==> src/pkg/wrc_pkg.sv <==
`default_nettype none
package wrc_pkg;

   // ----------------------------------------------------------------
   // Clock and timing.
   // ----------------------------------------------------------------
   localparam int unsigned CLK_PERIOD_NS = 10;
   localparam int unsigned RC_PERIOD_PS = 31_250_000;
   localparam int unsigned XTAL_PERIOD_PS = 30_517_578;
   localparam int unsigned RC_DIV = RC_PERIOD_PS / (CLK_PERIOD_NS * 1000);
   localparam int unsigned XTAL_DIV = XTAL_PERIOD_PS / (CLK_PERIOD_NS * 1000);
   localparam int unsigned POR_DELAY_NS = 50_000_000;
   localparam int unsigned POR_DELAY_CYC = POR_DELAY_NS / CLK_PERIOD_NS;
   localparam int unsigned WDT_DELAY_NS = 16_700_000;
   localparam int unsigned WDT_DELAY_CYC = WDT_DELAY_NS / CLK_PERIOD_NS;
   localparam int unsigned LV_FILTER_NS = 1_000;
   localparam int unsigned LV_FILTER_CYC = (LV_FILTER_NS + CLK_PERIOD_NS - 1) / CLK_PERIOD_NS;
   localparam logic [1:0] FAULT_TICKS = 2'h3;
   localparam int unsigned DLY_W = 23;
   localparam int unsigned WDT_W = 18;

   // ----------------------------------------------------------------
   // Register map (byte addresses) and field layout.
   // ----------------------------------------------------------------
   localparam int unsigned ADR_W = 8;
   localparam logic [ADR_W-1:0] OFS_WDT_CTRL = 8'h00;
   localparam logic [ADR_W-1:0] OFS_LVL_SEL = 8'h04;
   localparam logic [ADR_W-1:0] OFS_FLAGS = 8'h08;
   localparam logic [ADR_W-1:0] OFS_STATUS = 8'h0C;
   localparam int unsigned KEY_MSB = 7;
   localparam int unsigned KEY_LSB = 3;
   localparam int unsigned RATIO_MSB = 2;
   localparam logic [4:0] KEY_ENABLE = 5'h0A;
   localparam logic [4:0] KEY_DISABLE = 5'h15;
   localparam logic [7:0] WDT_CTRL_RESET = 8'h53;
   localparam logic [7:0] LVL_SEL_RESET = 8'h55;
   localparam logic [7:0] LVL_CODE_2V10 = 8'h55;
   localparam logic [7:0] LVL_CODE_2V55 = 8'h33;
   localparam logic [7:0] LVL_CODE_3V15 = 8'h99;
   localparam logic [7:0] LVL_CODE_3V80 = 8'hAA;
   localparam int unsigned FLG_SYSCLK = 7;
   localparam int unsigned FLG_LOWV = 2;
   localparam int unsigned FLG_LVLF = 1;
   localparam int unsigned FLG_KEYF = 0;
   localparam int unsigned STS_TMO = 0;
   localparam int unsigned STS_PD = 1;
   localparam int unsigned STS_RUN = 2;
   localparam int unsigned STS_HOLD = 3;
   localparam int unsigned STS_THR_LSB = 4;

   // ----------------------------------------------------------------
   // Types.
   // ----------------------------------------------------------------
   typedef struct packed {
      logic cyc;
      logic stb;
      logic we;
      logic [3:0] sel;
      logic [ADR_W-1:0] adr;
      logic [31:0] dat;
   } wrc_wb_req_t;

   typedef enum logic [2:0] {CAUSE_POR, CAUSE_LOWV, CAUSE_WDT, CAUSE_KEY, CAUSE_LVL} wrc_cause_t;
   typedef enum logic {ST_HOLD, ST_RUN} wrc_state_t;

   // Last count before overflow for a time-out ratio select code.
   function automatic logic [WDT_W-1:0] wrc_ratio_last(input logic [2:0] sel);
      logic [WDT_W-1:0] r;
      r = '0;
      case (sel)
         3'h0: r = 18'h000FF;
         3'h1: r = 18'h003FF;
         3'h2: r = 18'h00FFF;
         3'h3: r = 18'h03FFF;
         3'h4: r = 18'h07FFF;
         3'h5: r = 18'h0FFFF;
         3'h6: r = 18'h1FFFF;
         default: r = 18'h3FFFF;
      endcase
      return r;
   endfunction

   // Level select decode: valid bit and threshold index.
   function automatic logic [2:0] wrc_level_decode(input logic [7:0] code);
      logic [2:0] d;
      d = 3'h0;
      if (code == LVL_CODE_2V10) d = 3'h4;
      else if (code == LVL_CODE_2V55) d = 3'h5;
      else if (code == LVL_CODE_3V15) d = 3'h6;
      else if (code == LVL_CODE_3V80) d = 3'h7;
      return d;
   endfunction

endpackage
`default_nettype wire

==> src/hw/wrc_top.sv <==
// Behaviour
// - Watchdog overflow outside sleep resets the device; clear instruction restarts the count.
// - Enable key 10101B disables the watchdog.
// - Enable key 01010B enables and runs the watchdog.
// - Any other key value resets the device after 2~3 slow RC cycles.
// - The enable key powers up as the enable code.
// - Time-out in normal or slow mode gives a full reset and sets the time-out flag.
// - Time-out in sleep or idle sets the flag and clears only PC and SP.
// - Count cleared by invalid key write, clear instruction or halt.
// - Division ratio runs from 2^8 to 2^18 sub clock periods.
// - Power-on reset sets the program counter to zero.
// - Power-on reset presets port data and direction to all ones.
// - After power-on or low-voltage release, reset holds for 50 ms.
// - Low-voltage reset always on in active modes and sets its flag.
// - A low-supply indication trips a reset only after the filter time but restarts a hold's release delay at once.
// - Level select decodes four codes into four thresholds.
// - Invalid level select resets after 2~3 slow cycles and restores it.
// - Invalid level select reset sets the level fault flag.
// - A genuine low-voltage reset keeps the level select contents.
// - Level select powers up as 01010101B.
// - Low-voltage reset is disabled in idle or sleep.
// - Normal time-out reset equals low-voltage reset apart from setting the time-out flag instead of the low-voltage flag, and a shorter hold.
// - Normal time-out reset holds the device for 16.7 ms.
// - Watchdog counts the sub clock from slow RC or 32.768 kHz crystal.
// - Three-bit select maps 000..111 to 2^8,10,12,14,15,16,17,18.
// - A corrupted enable key reset sets the watchdog fault flag.
// - Power-on clears time-out and power-down flags; sleep time-out leaves both set.
`timescale 1ns/1ps
`default_nettype none
module wrc_top #(
   parameter int unsigned POR_DELAY = wrc_pkg::POR_DELAY_CYC,
   parameter int unsigned WDT_DELAY = wrc_pkg::WDT_DELAY_CYC,
   parameter int unsigned LV_FILTER = wrc_pkg::LV_FILTER_CYC,
   parameter int unsigned RC_DIVIDE = wrc_pkg::RC_DIV,
   parameter int unsigned XTAL_DIVIDE = wrc_pkg::XTAL_DIV
) (
   input wire logic clk_i,
   input wire logic rst_i,
   input wire wrc_pkg::wrc_wb_req_t wb_req_i,
   output logic wb_ack_o,
   output logic [31:0] wb_dat_o,
   input wire logic clear_watchdog_instr_i,
   input wire logic halt_i,
   input wire logic sleep_mode_i,
   input wire logic sub_src_xtal_i,
   input wire logic low_supply_i,
   output logic cpu_reset_o,
   output logic port_preset_o,
   output logic pc_sp_clear_o,
   output logic [1:0] lowv_threshold_o,
   output logic idle_sysclk_keep_o
);
   import wrc_pkg::*;

   // ----------------------------------------------------------------
   // Slow clock enables.
   // ----------------------------------------------------------------
   localparam int unsigned DIV_W = 12;
   logic [DIV_W-1:0] div_cnt [2];
   logic [DIV_W-1:0] next_div_cnt [2];
   logic [1:0] div_tick;
   logic [DIV_W-1:0] div_last [2];

   assign div_last[0] = DIV_W'(RC_DIVIDE - 1);
   assign div_last[1] = DIV_W'(XTAL_DIVIDE - 1);

   // One divider per slow source; each emits a one-cycle tick per slow period.
   genvar gi;
   generate
      for (gi = 0; gi < 2; gi++) begin : g_div
         always_comb begin
            div_tick[gi] = (div_cnt[gi] == div_last[gi]);
            next_div_cnt[gi] = div_tick[gi] ? '0 : div_cnt[gi] + DIV_W'(1);
         end
         always_ff @(posedge clk_i) begin
            if (rst_i) begin
               div_cnt[gi] <= '0;
            end else begin
               div_cnt[gi] <= next_div_cnt[gi];
            end
         end
      end
   endgenerate

   logic rc_tick;
   logic sub_tick;
   assign rc_tick = div_tick[0];
   assign sub_tick = sub_src_xtal_i ? div_tick[1] : div_tick[0];

   // ----------------------------------------------------------------
   // State.
   // ----------------------------------------------------------------
   wrc_state_t state, next_state;
   wrc_cause_t cause, next_cause;
   logic [DLY_W-1:0] dly_cnt, next_dly_cnt;
   logic [WDT_W-1:0] wdt_cnt, next_wdt_cnt;
   logic [7:0] wdt_ctrl, next_wdt_ctrl;
   logic [7:0] lvl_sel, next_lvl_sel;
   logic [3:0] flags, next_flags;
   logic to_flag, next_to_flag;
   logic pd_flag, next_pd_flag;
   logic [DLY_W-1:0] lv_cnt, next_lv_cnt;
   logic [1:0] flt_cnt, next_flt_cnt;
   logic ack, next_ack;
   logic [31:0] rdat, next_rdat;
   logic pcsp, next_pcsp;

   logic [4:0] key;
   logic [2:0] lvl_dec;
   logic key_bad;
   logic wdt_run;
   logic bus_req;
   logic wr_ok;
   logic lv_active;
   logic lv_trip;
   logic flt_trip;
   logic overflow;
   logic [2:0] flag_clr;
   logic [2:0] flag_set;

   // Decoded views of the control registers.
   always_comb begin
      key = wdt_ctrl[KEY_MSB:KEY_LSB];
      lvl_dec = wrc_level_decode(lvl_sel);
      key_bad = (key != KEY_ENABLE) && (key != KEY_DISABLE);
      wdt_run = (state == ST_RUN) && (key == KEY_ENABLE);
      bus_req = wb_req_i.cyc && wb_req_i.stb && !ack;
      wr_ok = bus_req && wb_req_i.we && wb_req_i.sel[0] && (state == ST_RUN);
      lv_active = low_supply_i && !sleep_mode_i;
      lv_trip = lv_active && (lv_cnt >= DLY_W'(LV_FILTER));
      flt_trip = rc_tick && (flt_cnt == FAULT_TICKS - 2'h1);
      overflow = wdt_run && sub_tick && (wdt_cnt >= wrc_ratio_last(wdt_ctrl[RATIO_MSB:0]));
   end

   // Main next-state logic: resets, watchdog, filters and register bus.
   always_comb begin
      next_state = state;
      next_cause = cause;
      next_dly_cnt = dly_cnt;
      next_wdt_cnt = wdt_cnt;
      next_wdt_ctrl = wdt_ctrl;
      next_lvl_sel = lvl_sel;
      next_to_flag = to_flag;
      next_pd_flag = pd_flag;
      next_lv_cnt = lv_active ? lv_cnt + DLY_W'(1) : '0;
      next_flt_cnt = flt_cnt;
      next_ack = bus_req;
      next_rdat = '0;
      next_pcsp = 1'b0;
      flag_clr = '0;
      flag_set = '0;
      next_flags = flags;

      // Low-supply filter counter saturates at the threshold.
      if (lv_cnt >= DLY_W'(LV_FILTER)) begin
         next_lv_cnt = lv_active ? lv_cnt : '0;
      end

      // Corruption timer counts slow RC edges while any key or level is bad.
      if (key_bad || !lvl_dec[2]) begin
         if (rc_tick) begin
            next_flt_cnt = flt_cnt + 2'h1;
         end
      end else begin
         next_flt_cnt = '0;
      end

      // Watchdog count on the sub clock enable.
      if (wdt_run && sub_tick) begin
         next_wdt_cnt = overflow ? '0 : wdt_cnt + WDT_W'(1);
      end

      // Core instructions: both clear the count; halt marks power-down.
      if (clear_watchdog_instr_i) begin
         next_wdt_cnt = '0;
         next_pd_flag = 1'b0;
      end
      if (halt_i) begin
         next_wdt_cnt = '0;
         next_pd_flag = 1'b1;
      end

      // Register reads.
      if (bus_req && !wb_req_i.we) begin
         if (wb_req_i.adr == OFS_WDT_CTRL) begin
            next_rdat = {24'h000000, wdt_ctrl};
         end else if (wb_req_i.adr == OFS_LVL_SEL) begin
            next_rdat = {24'h000000, lvl_sel};
         end else if (wb_req_i.adr == OFS_FLAGS) begin
            next_rdat = {24'h000000, flags[3], 4'h0, flags[2:0]};
         end else if (wb_req_i.adr == OFS_STATUS) begin
            next_rdat = {26'h0000000, lvl_dec[1:0], (state == ST_HOLD), wdt_run,
                         pd_flag, to_flag};
         end
      end

      // Register writes; refused while the device is held in reset.
      if (wr_ok) begin
         if (wb_req_i.adr == OFS_WDT_CTRL) begin
            next_wdt_ctrl = wb_req_i.dat[7:0];
            if ((wb_req_i.dat[KEY_MSB:KEY_LSB] != KEY_ENABLE)
                && (wb_req_i.dat[KEY_MSB:KEY_LSB] != KEY_DISABLE)) begin
               next_wdt_cnt = '0;
            end
         end else if (wb_req_i.adr == OFS_LVL_SEL) begin
            next_lvl_sel = wb_req_i.dat[7:0];
         end else if (wb_req_i.adr == OFS_FLAGS) begin
            next_flags[3] = wb_req_i.dat[FLG_SYSCLK];
            flag_clr = ~wb_req_i.dat[FLG_LOWV:FLG_KEYF];
         end
      end

      // Reset sequencing.
      case (state)
         ST_RUN: begin
            if (lv_trip) begin
               next_state = ST_HOLD;
               next_cause = CAUSE_LOWV;
               flag_set[FLG_LOWV] = 1'b1;
            end else if (flt_trip && key_bad) begin
               next_state = ST_HOLD;
               next_cause = CAUSE_KEY;
               flag_set[FLG_KEYF] = 1'b1;
            end else if (flt_trip && !lvl_dec[2]) begin
               next_state = ST_HOLD;
               next_cause = CAUSE_LVL;
               flag_set[FLG_LVLF] = 1'b1;
            end else if (overflow && sleep_mode_i) begin
               next_to_flag = 1'b1;
               next_pcsp = 1'b1;
            end else if (overflow) begin
               next_state = ST_HOLD;
               next_cause = CAUSE_WDT;
               next_to_flag = 1'b1;
            end
            if (next_state == ST_HOLD) begin
               next_wdt_cnt = '0;
               next_wdt_ctrl = WDT_CTRL_RESET;
               next_flt_cnt = '0;
               next_dly_cnt = (next_cause == CAUSE_WDT) ? DLY_W'(WDT_DELAY)
                                                        : DLY_W'(POR_DELAY);
               if (next_cause == CAUSE_LVL) begin
                  next_lvl_sel = LVL_SEL_RESET;
               end
            end
         end
         default: begin
            // Hold timer; a persisting low supply restarts the release delay.
            next_wdt_cnt = '0;
            if (lv_active) begin
               next_dly_cnt = DLY_W'(POR_DELAY);
            end else if (dly_cnt == '0) begin
               next_state = ST_RUN;
            end else begin
               next_dly_cnt = dly_cnt - DLY_W'(1);
            end
         end
      endcase

      // Hardware set wins over a software clear.
      next_flags[2:0] = (flags[2:0] & ~flag_clr) | flag_set;
   end

   // State registers; power-on values on rst_i.
   always_ff @(posedge clk_i) begin
      if (rst_i) begin
         state <= ST_HOLD;
         cause <= CAUSE_POR;
         dly_cnt <= DLY_W'(POR_DELAY);
         wdt_cnt <= '0;
         wdt_ctrl <= WDT_CTRL_RESET;
         lvl_sel <= LVL_SEL_RESET;
         flags <= '0;
         to_flag <= 1'b0;
         pd_flag <= 1'b0;
         lv_cnt <= '0;
         flt_cnt <= '0;
         ack <= 1'b0;
         rdat <= '0;
         pcsp <= 1'b0;
      end else begin
         state <= next_state;
         cause <= next_cause;
         dly_cnt <= next_dly_cnt;
         wdt_cnt <= next_wdt_cnt;
         wdt_ctrl <= next_wdt_ctrl;
         lvl_sel <= next_lvl_sel;
         flags <= next_flags;
         to_flag <= next_to_flag;
         pd_flag <= next_pd_flag;
         lv_cnt <= next_lv_cnt;
         flt_cnt <= next_flt_cnt;
         ack <= next_ack;
         rdat <= next_rdat;
         pcsp <= next_pcsp;
      end
   end

   // ----------------------------------------------------------------
   // Outputs.
   // ----------------------------------------------------------------
   // While held, the core sees reset: PC to zero, ports preset to inputs.
   assign cpu_reset_o = rst_i || (state == ST_HOLD);
   assign port_preset_o = rst_i || (state == ST_HOLD);
   assign pc_sp_clear_o = pcsp;
   assign lowv_threshold_o = lvl_dec[1:0];
   assign idle_sysclk_keep_o = flags[3];
   assign wb_ack_o = ack;
   assign wb_dat_o = rdat;

endmodule // wrc_top
`default_nettype wire

==> config.mk <==
export PLATFORM = sky130hd
export DESIGN_NAME = wrc_top
export DESIGN_NICKNAME = d
export VERILOG_FILES = /design/src/pkg/wrc_pkg.sv /design/src/hw/wrc_top.sv
export SDC_FILE = /design/constraint.sdc
export NUM_CORES = 1
export LEC_CHECK = 0
export ABC_AREA = 1
export BUFFER_PORTS_ARGS = -buffer_cell sky130_fd_sc_hd__buf_4
export CORE_AREA = 2 2 143 145
export CTS_CLUSTER_SIZE = 16
export DETAILED_ROUTE_END_ITERATION = 6
export DIE_AREA = 0 0 145 147
export PLACE_DENSITY = 0.55
export RECOVER_POWER = 100
export SLEW_MARGIN = 10
export SYNTH_ARGS = -nofsm -noshare
export SYNTH_HDL_FRONTEND = slang
export SYNTH_SLANG_ARGS = --single-unit
==> constraint.sdc <==
create_clock -name clk_i -period 3.5 [get_ports clk_i]
set_input_delay 0.35 -clock clk_i [delete_from_list [all_inputs] [get_ports clk_i]]
set_output_delay 0.35 -clock clk_i [all_outputs]
set_load 0.02 [all_outputs]
# Yosys cells after proc, flatten, opt, wreduce, memory -nomap -nowiden
# Memory sizes are Yosys's and may differ from the RTL's.
# Cells that the tools add are included.
# word_totals
ramBits	24
ff_bits	126
input_bits	54
romBits	0
n_memories	1
latchBits	0
out_inout_bits	39
# mem_list
memory	words	word_bits	rd	rd_clocked_by_memory_dff	write_ports	line	source
div_cnt	2	12	2	0	2	wrc_top.sv:59	logic [DIV_W-1:0] div_cnt [2];
# classes
bitwise	14
n_mux	76
addsub	6
n_reduce_logical	35
n_mul	0
eq_ne	26
magnitude_cmp	2
n_div	0
shifts	0
# op_table
op	n
$mux 23	8
$mux 18	7
$pmux 18 s7	1
$mux 8	13
$mux 12	4
$mux 3	15
$add 12x1->12 const B	2
$eq 12x12->1 const B	2
$add 23x1->23 const B	1
$ge 23x7->1 const B	1
$logic_not 23->1	1
$sub 23x1->23 const B	1
$mux 1	22
$add 18x1->18 const B	1
$ge 18x18->1	1
$logic_and 1x1->1	17
$eq 8x4->1 const B	2
$eq 8x8->1 const B	2
$eq 3x3->1 const B	4
$mux 2	5
$ne 5x4->1 const B	2
$ne 5x5->1 const B	2
$reduce_or 5->1	2
$eq 3x2->1 const B	3
25 further kinds	40

# Depth between registers and ports, before layout
# depth
ltp_word	15
mapped_depth	16

# Worst setup path before layout
# OpenSTA, ideal clock, no wires.
# synth_timing
path_type	reg2reg
startpoint	register wdt_ctrl[1]
endpoint	register dly_cnt[18]
setup_slack_ps	1353
path_stages_with_launch	17
period_less_slack_ps	2147
t_required_ps	3385
t_arrival_ps	2032
path_cell_list	dfxtp_1 -> clkbuf_1 -> nand3_1 -> ha_1 -> nand2_1 -> nor2_1 -> inv_1 -> nor2_1 -> nand2_1 -> nand2_1 -> nand3_1 -> nand2_1 -> nand2_1 -> nor2_1 -> nand3_2 -> nand2_1 -> nand2_1
# synth_between
elab_chain_cells	14
# synth_lines
item	line	source
from (decl)	wrc_top.sv:97	logic [7:0] wdt_ctrl, next_wdt_ctrl;
from (signal assigned)	wrc_top.sv:286	wdt_ctrl <= next_wdt_ctrl;
$eq 3x3->1, or another cell as far along	wrc_pkg.sv:70	case (sel)
$pmux 18 s7 (*)	wrc_pkg.sv:70	
$ge 18x18->1 (*)	wrc_top.sv:132	overflow = wdt_run && sub_tick && (wdt_cnt >= wrc_ratio_last(wdt_ctrl[RATIO_MSB:0]));
$logic_and 1x1->1 (*)	wrc_top.sv:132	
$mux 3 or $logic_and 1x1->1 (tied branches)	wrc_top.sv:231, wrc_top.sv:228	
$mux 3	wrc_top.sv:228	end else if (overflow && sleep_mode_i) begin
$mux 3	wrc_top.sv:224	end else if (flt_trip && !lvl_dec[2]) begin
$mux 3	wrc_top.sv:220	end else if (flt_trip && key_bad) begin
$mux 3	wrc_top.sv:216	if (lv_trip) begin
$mux 3	wrc_top.sv:214	case (state)
$eq 3x2->1	wrc_top.sv:240	next_dly_cnt = (next_cause == CAUSE_WDT) ? DLY_W'(WDT_DELAY)
$mux 23	wrc_top.sv:240	
$mux 23	wrc_top.sv:236	if (next_state == ST_HOLD) begin
$mux 23	wrc_top.sv:214	
to (signal assigned)	wrc_top.sv:269	dly_cnt <= DLY_W'(POR_DELAY);
to (signal assigned)	wrc_top.sv:284	dly_cnt <= next_dly_cnt;
to (decl)	wrc_top.sv:95	logic [DLY_W-1:0] dly_cnt, next_dly_cnt;
# Mark *: on every way between the ends. The rest lies on a longest branch, timed or not. The select of a mux whose other input is x is not followed.
# A chain may end at the register's enable or synchronous reset.

# Final worst setup path
# layout_timing
startpoint	register state
endpoint	register dly_cnt[21]
# layout_between
elab_chain_cells	11
# layout_lines
item	line	source
from (decl)	wrc_top.sv:93	wrc_state_t state, next_state;
from (signal assigned)	wrc_top.sv:282	state <= next_state;
$logic_and 1x1->1	wrc_top.sv:126	wdt_run = (state == ST_RUN) && (key == KEY_ENABLE);
$logic_and 1x1->1 (2 in a row)	wrc_top.sv:132	
$mux 1 or $logic_and 1x1->1 (tied branches)	wrc_top.sv:231, wrc_top.sv:228	
$mux 1	wrc_top.sv:228	
$mux 1	wrc_top.sv:224	
$mux 1	wrc_top.sv:220	
$mux 1	wrc_top.sv:216	
$mux 1	wrc_top.sv:214	
$ne 2x2->1 (no line)	-	
$reduce_and 2->1 (no line)	-	
# Parallel ways exist; a longest one is shown, timed or not. The select of a mux whose other input is x is not followed.

==> qor.yml <==
outcome:
  outcome: "complete, no violations"
cts:
  clk_latency_ps: 420
  cts_post_setup_buffers_inserted: 0
  cts.sinks: 126
  cts.hold.buffers_added: 0
  htreeDepth: 4
  cts_resized: 0
  path_clk_slew_ps: 60
  cts_tree: "yes"
  clk_path_buf_depth: 2
  cts_buffers: 17
  root_buffer: "clkbuf_16"
yosys:
  async_flop_share_pct: 0
  synth_top_cells_by_area: "dfxtp_1 37%, nand2_1 11%, nor2_1 9.0%, inv_1 7.8%, a21oi_1 4.7%"
  synth_flop_cell: "dfxtp_1"
  syn_inst: 1002
  ys_seq_area_share_pct: 37.2
  synth_cell_type_count: 50
  synth_area_um2: 6780
  synth-seq-cells: 126
  synth_top_area_share_pct: 37.2
  synth_edf_count: 0
  synth_top_area_cell: "dfxtp_1"
  avgSynthCellArea_um2: 6.76
  yosys_warnings: 0
setup_path:
  cp_max_fo: 34
  end_kind: "flop"
  start_kind: "flop"
  reg2reg_slack_ps: 460
  r2r_cells: 11
  required_ps: 3820
  arrival_ps: 3360
  worstSetupPathType: "reg -> reg"
detailed_routing:
  drc: 0
  wirelength_um: 15800
  vias: 6178
  drtIter0Drc: 294
  dr.pass1.iters: 5
  wl_per_cell_um: 11.9
  ant_nets: 0
  vias_per_cell: 4.64
global_route:
  use_met3_pct: 3.57
  grt_pass1_vias: 5559
  grt_pass1_wl_um: 26600
  use_met1_pct: 20.5
  grt_overflow: 0
  grt_start_max_net_pins: 35
  gr-usage-all-layers_pct: 15.3
  top_usage_layer: "met2"
  antenna_found_initial: 0
  grt_util_met2_pct: 24.0
die:
  dieArea_um2: 21300
  core_area_um2: 19800
  die_width_um: 145
  fp.dieH_um: 147
  num_rows: 52
  ioPinCount: 93
  start_util_pct: 34.1
timing:
  timing.fmax_ghz: 0.329
  period_needed_ps: 3040
  relSlewSlack_pct: 33.0
  setup-tns-final_ps: 0
  finalClockSkew_ps: 8.78
  hold_viol: 0
  final.period_utilization_pct: 86.9
  drv_slew: 0
  rsz0062_at_grt: "false"
  worst_pin_slew_ps: 1000
  setup_viol: 0
power_and_ir_drop:
  p_seq_share_pct: 38.6
  p_per_area_nw_per_um2: 483
  p_int_mw: 2.99
  pwr-share-clk_pct: 56.6
  p_switching_mw: 0.812
  power_frac_comb_pct: 4.8
  leakage_nw: 3.36
  ir_worst_vdd_v: 0.000260
  netSwitchingFraction_pct: 21.4
finish:
  area_growth_pct: 16.3
  nets: 1121
  postLayoutCoreUtil_pct: 39.7
  layout_common_cells: "203 x nand2_1, 165 x nor2_1, 141 x inv_1"
  layout-drive-gt1-share_pct: 8.77
  final_common_cell: "nand2_1"
  num_antenna_cells: 0
run:
  max-cap-violations: 0
worst_hold_path:
  whs_path_depth: 3
  hold_path.class: "in -> reg"
place:
  hpwl_um: 11600
  port_buffers: 41
  gp_congestion: 0.809
-- cells by family (layout without fill, tap and decap cells) --
kind of cell / Yosys count / after routing / share of synthesized area [%]
other cells: 1 / 24 / 0.0553
compound gates: 140 / 140 / 11.8
xor+xnor: 11 / 11 / 1.42
fa+ha+maj: 19 / 19 / 3.51
buf+inv: 194 / 230 / 12.5
simple gates: 511 / 511 / 33.5
flops: 126 / 126 / 37.2
-- power groups by stage --
stage          registers (mW)  clock network, mW  logic (mW)
6_report                 1.47               2.15       0.182
5_1_grt                  1.47               2.25       0.206
4_1_cts                  1.47               2.19       0.183
3_5_place_dp             1.50                  0       0.183
3_3_place_gp             1.50                  0       0.182
2_1_floorplan            1.50                  0       0.146
-- metrics by stage --
stage                     worst slack, ps  power (mW)  hold slack (ps)  instances  cell area [µm²]
after floorplan                      1350        1.64              408       1025             6860
after CTS                             685        3.84              163       1331             7990
after global placement                704        1.68              416       1299             7270
after detailed placement              703        1.68              417       1299             7270
final                                 458        3.80              169       1331             7880
after global routing                  247        3.93              163       1331             7880
-- routing by layer --
layer / vias up / wire length (µm)
li1: 3273 / -
met1: 2777 / 8070
met2: 108 / 6910
met3: 20 / 592
met4: 0 / 243
met5: - / 0
-- worst paths after layout --
check                               start          end
worst max-delay path                state  dly_cnt[21]
worst min-delay path               halt_i      pd_flag
worst max register to register      state  dly_cnt[21]
worst min register to register  lv_cnt[8]    lv_cnt[8]
-- registers in the layout, summed over array words and instances (netlist names), 2 cells and up --
| name | flops |
|---|---|
| lv_cnt | 23 |
| lvl_sel | 8 |
| wb_dat_o | 8 |
| wdt_ctrl | 8 |
| dly_cnt | 23 |
| cause | 3 |
| div_cnt | 24 |
| flt_cnt | 2 |
| flags | 4 |
| wdt_cnt | 18 |
-- cell usage after synthesis, types with 3 or more instances --
cell type	instances
a31oi_1	4
o21bai_1	3
nor4_1	9
a21oi_1	63
buf_2	3
nand2_4	3
nand4_1	13
nor3b_1	5
or2_2	4
nor3_1	30
o22ai_1	5
dfxtp_1	126
clkinv_1	3
inv_2	9
nand2_2	7
o21ai_0	37
o2111ai_1	3
a211oi_1	6
o21ai_1	3
clkbuf_1	10
nor2_2	7
o211ai_1	6
nor2_1	162
inv_1	140
buf_4	26
nand3_2	6
nand2_1	200
ha_1	19
xor2_1	10
nand3_1	56
-- layout make-up --
class                      count  area [µm²]
sequential                   126        2520
tap                          270         338
clock inverter                15         292
clock buffer                  17         425
multi-input combinational    705        3450
fill                        2118       12000
timing repair buffer          46         282
inverter                     152         571
-- critical path: stages (launching register included) --
cell     delay (ps)
dfxtp_1         730
inv_1           330
nor2_1          580
nand2_4         130
nor2_8          130
nand3_1         130
nand3_2         300
nand2_4         290
nand2_1         170
inv_1            60
nand2_1          50
nand2_1          40
No activity file was read; power rests on OpenSTA's default activity.
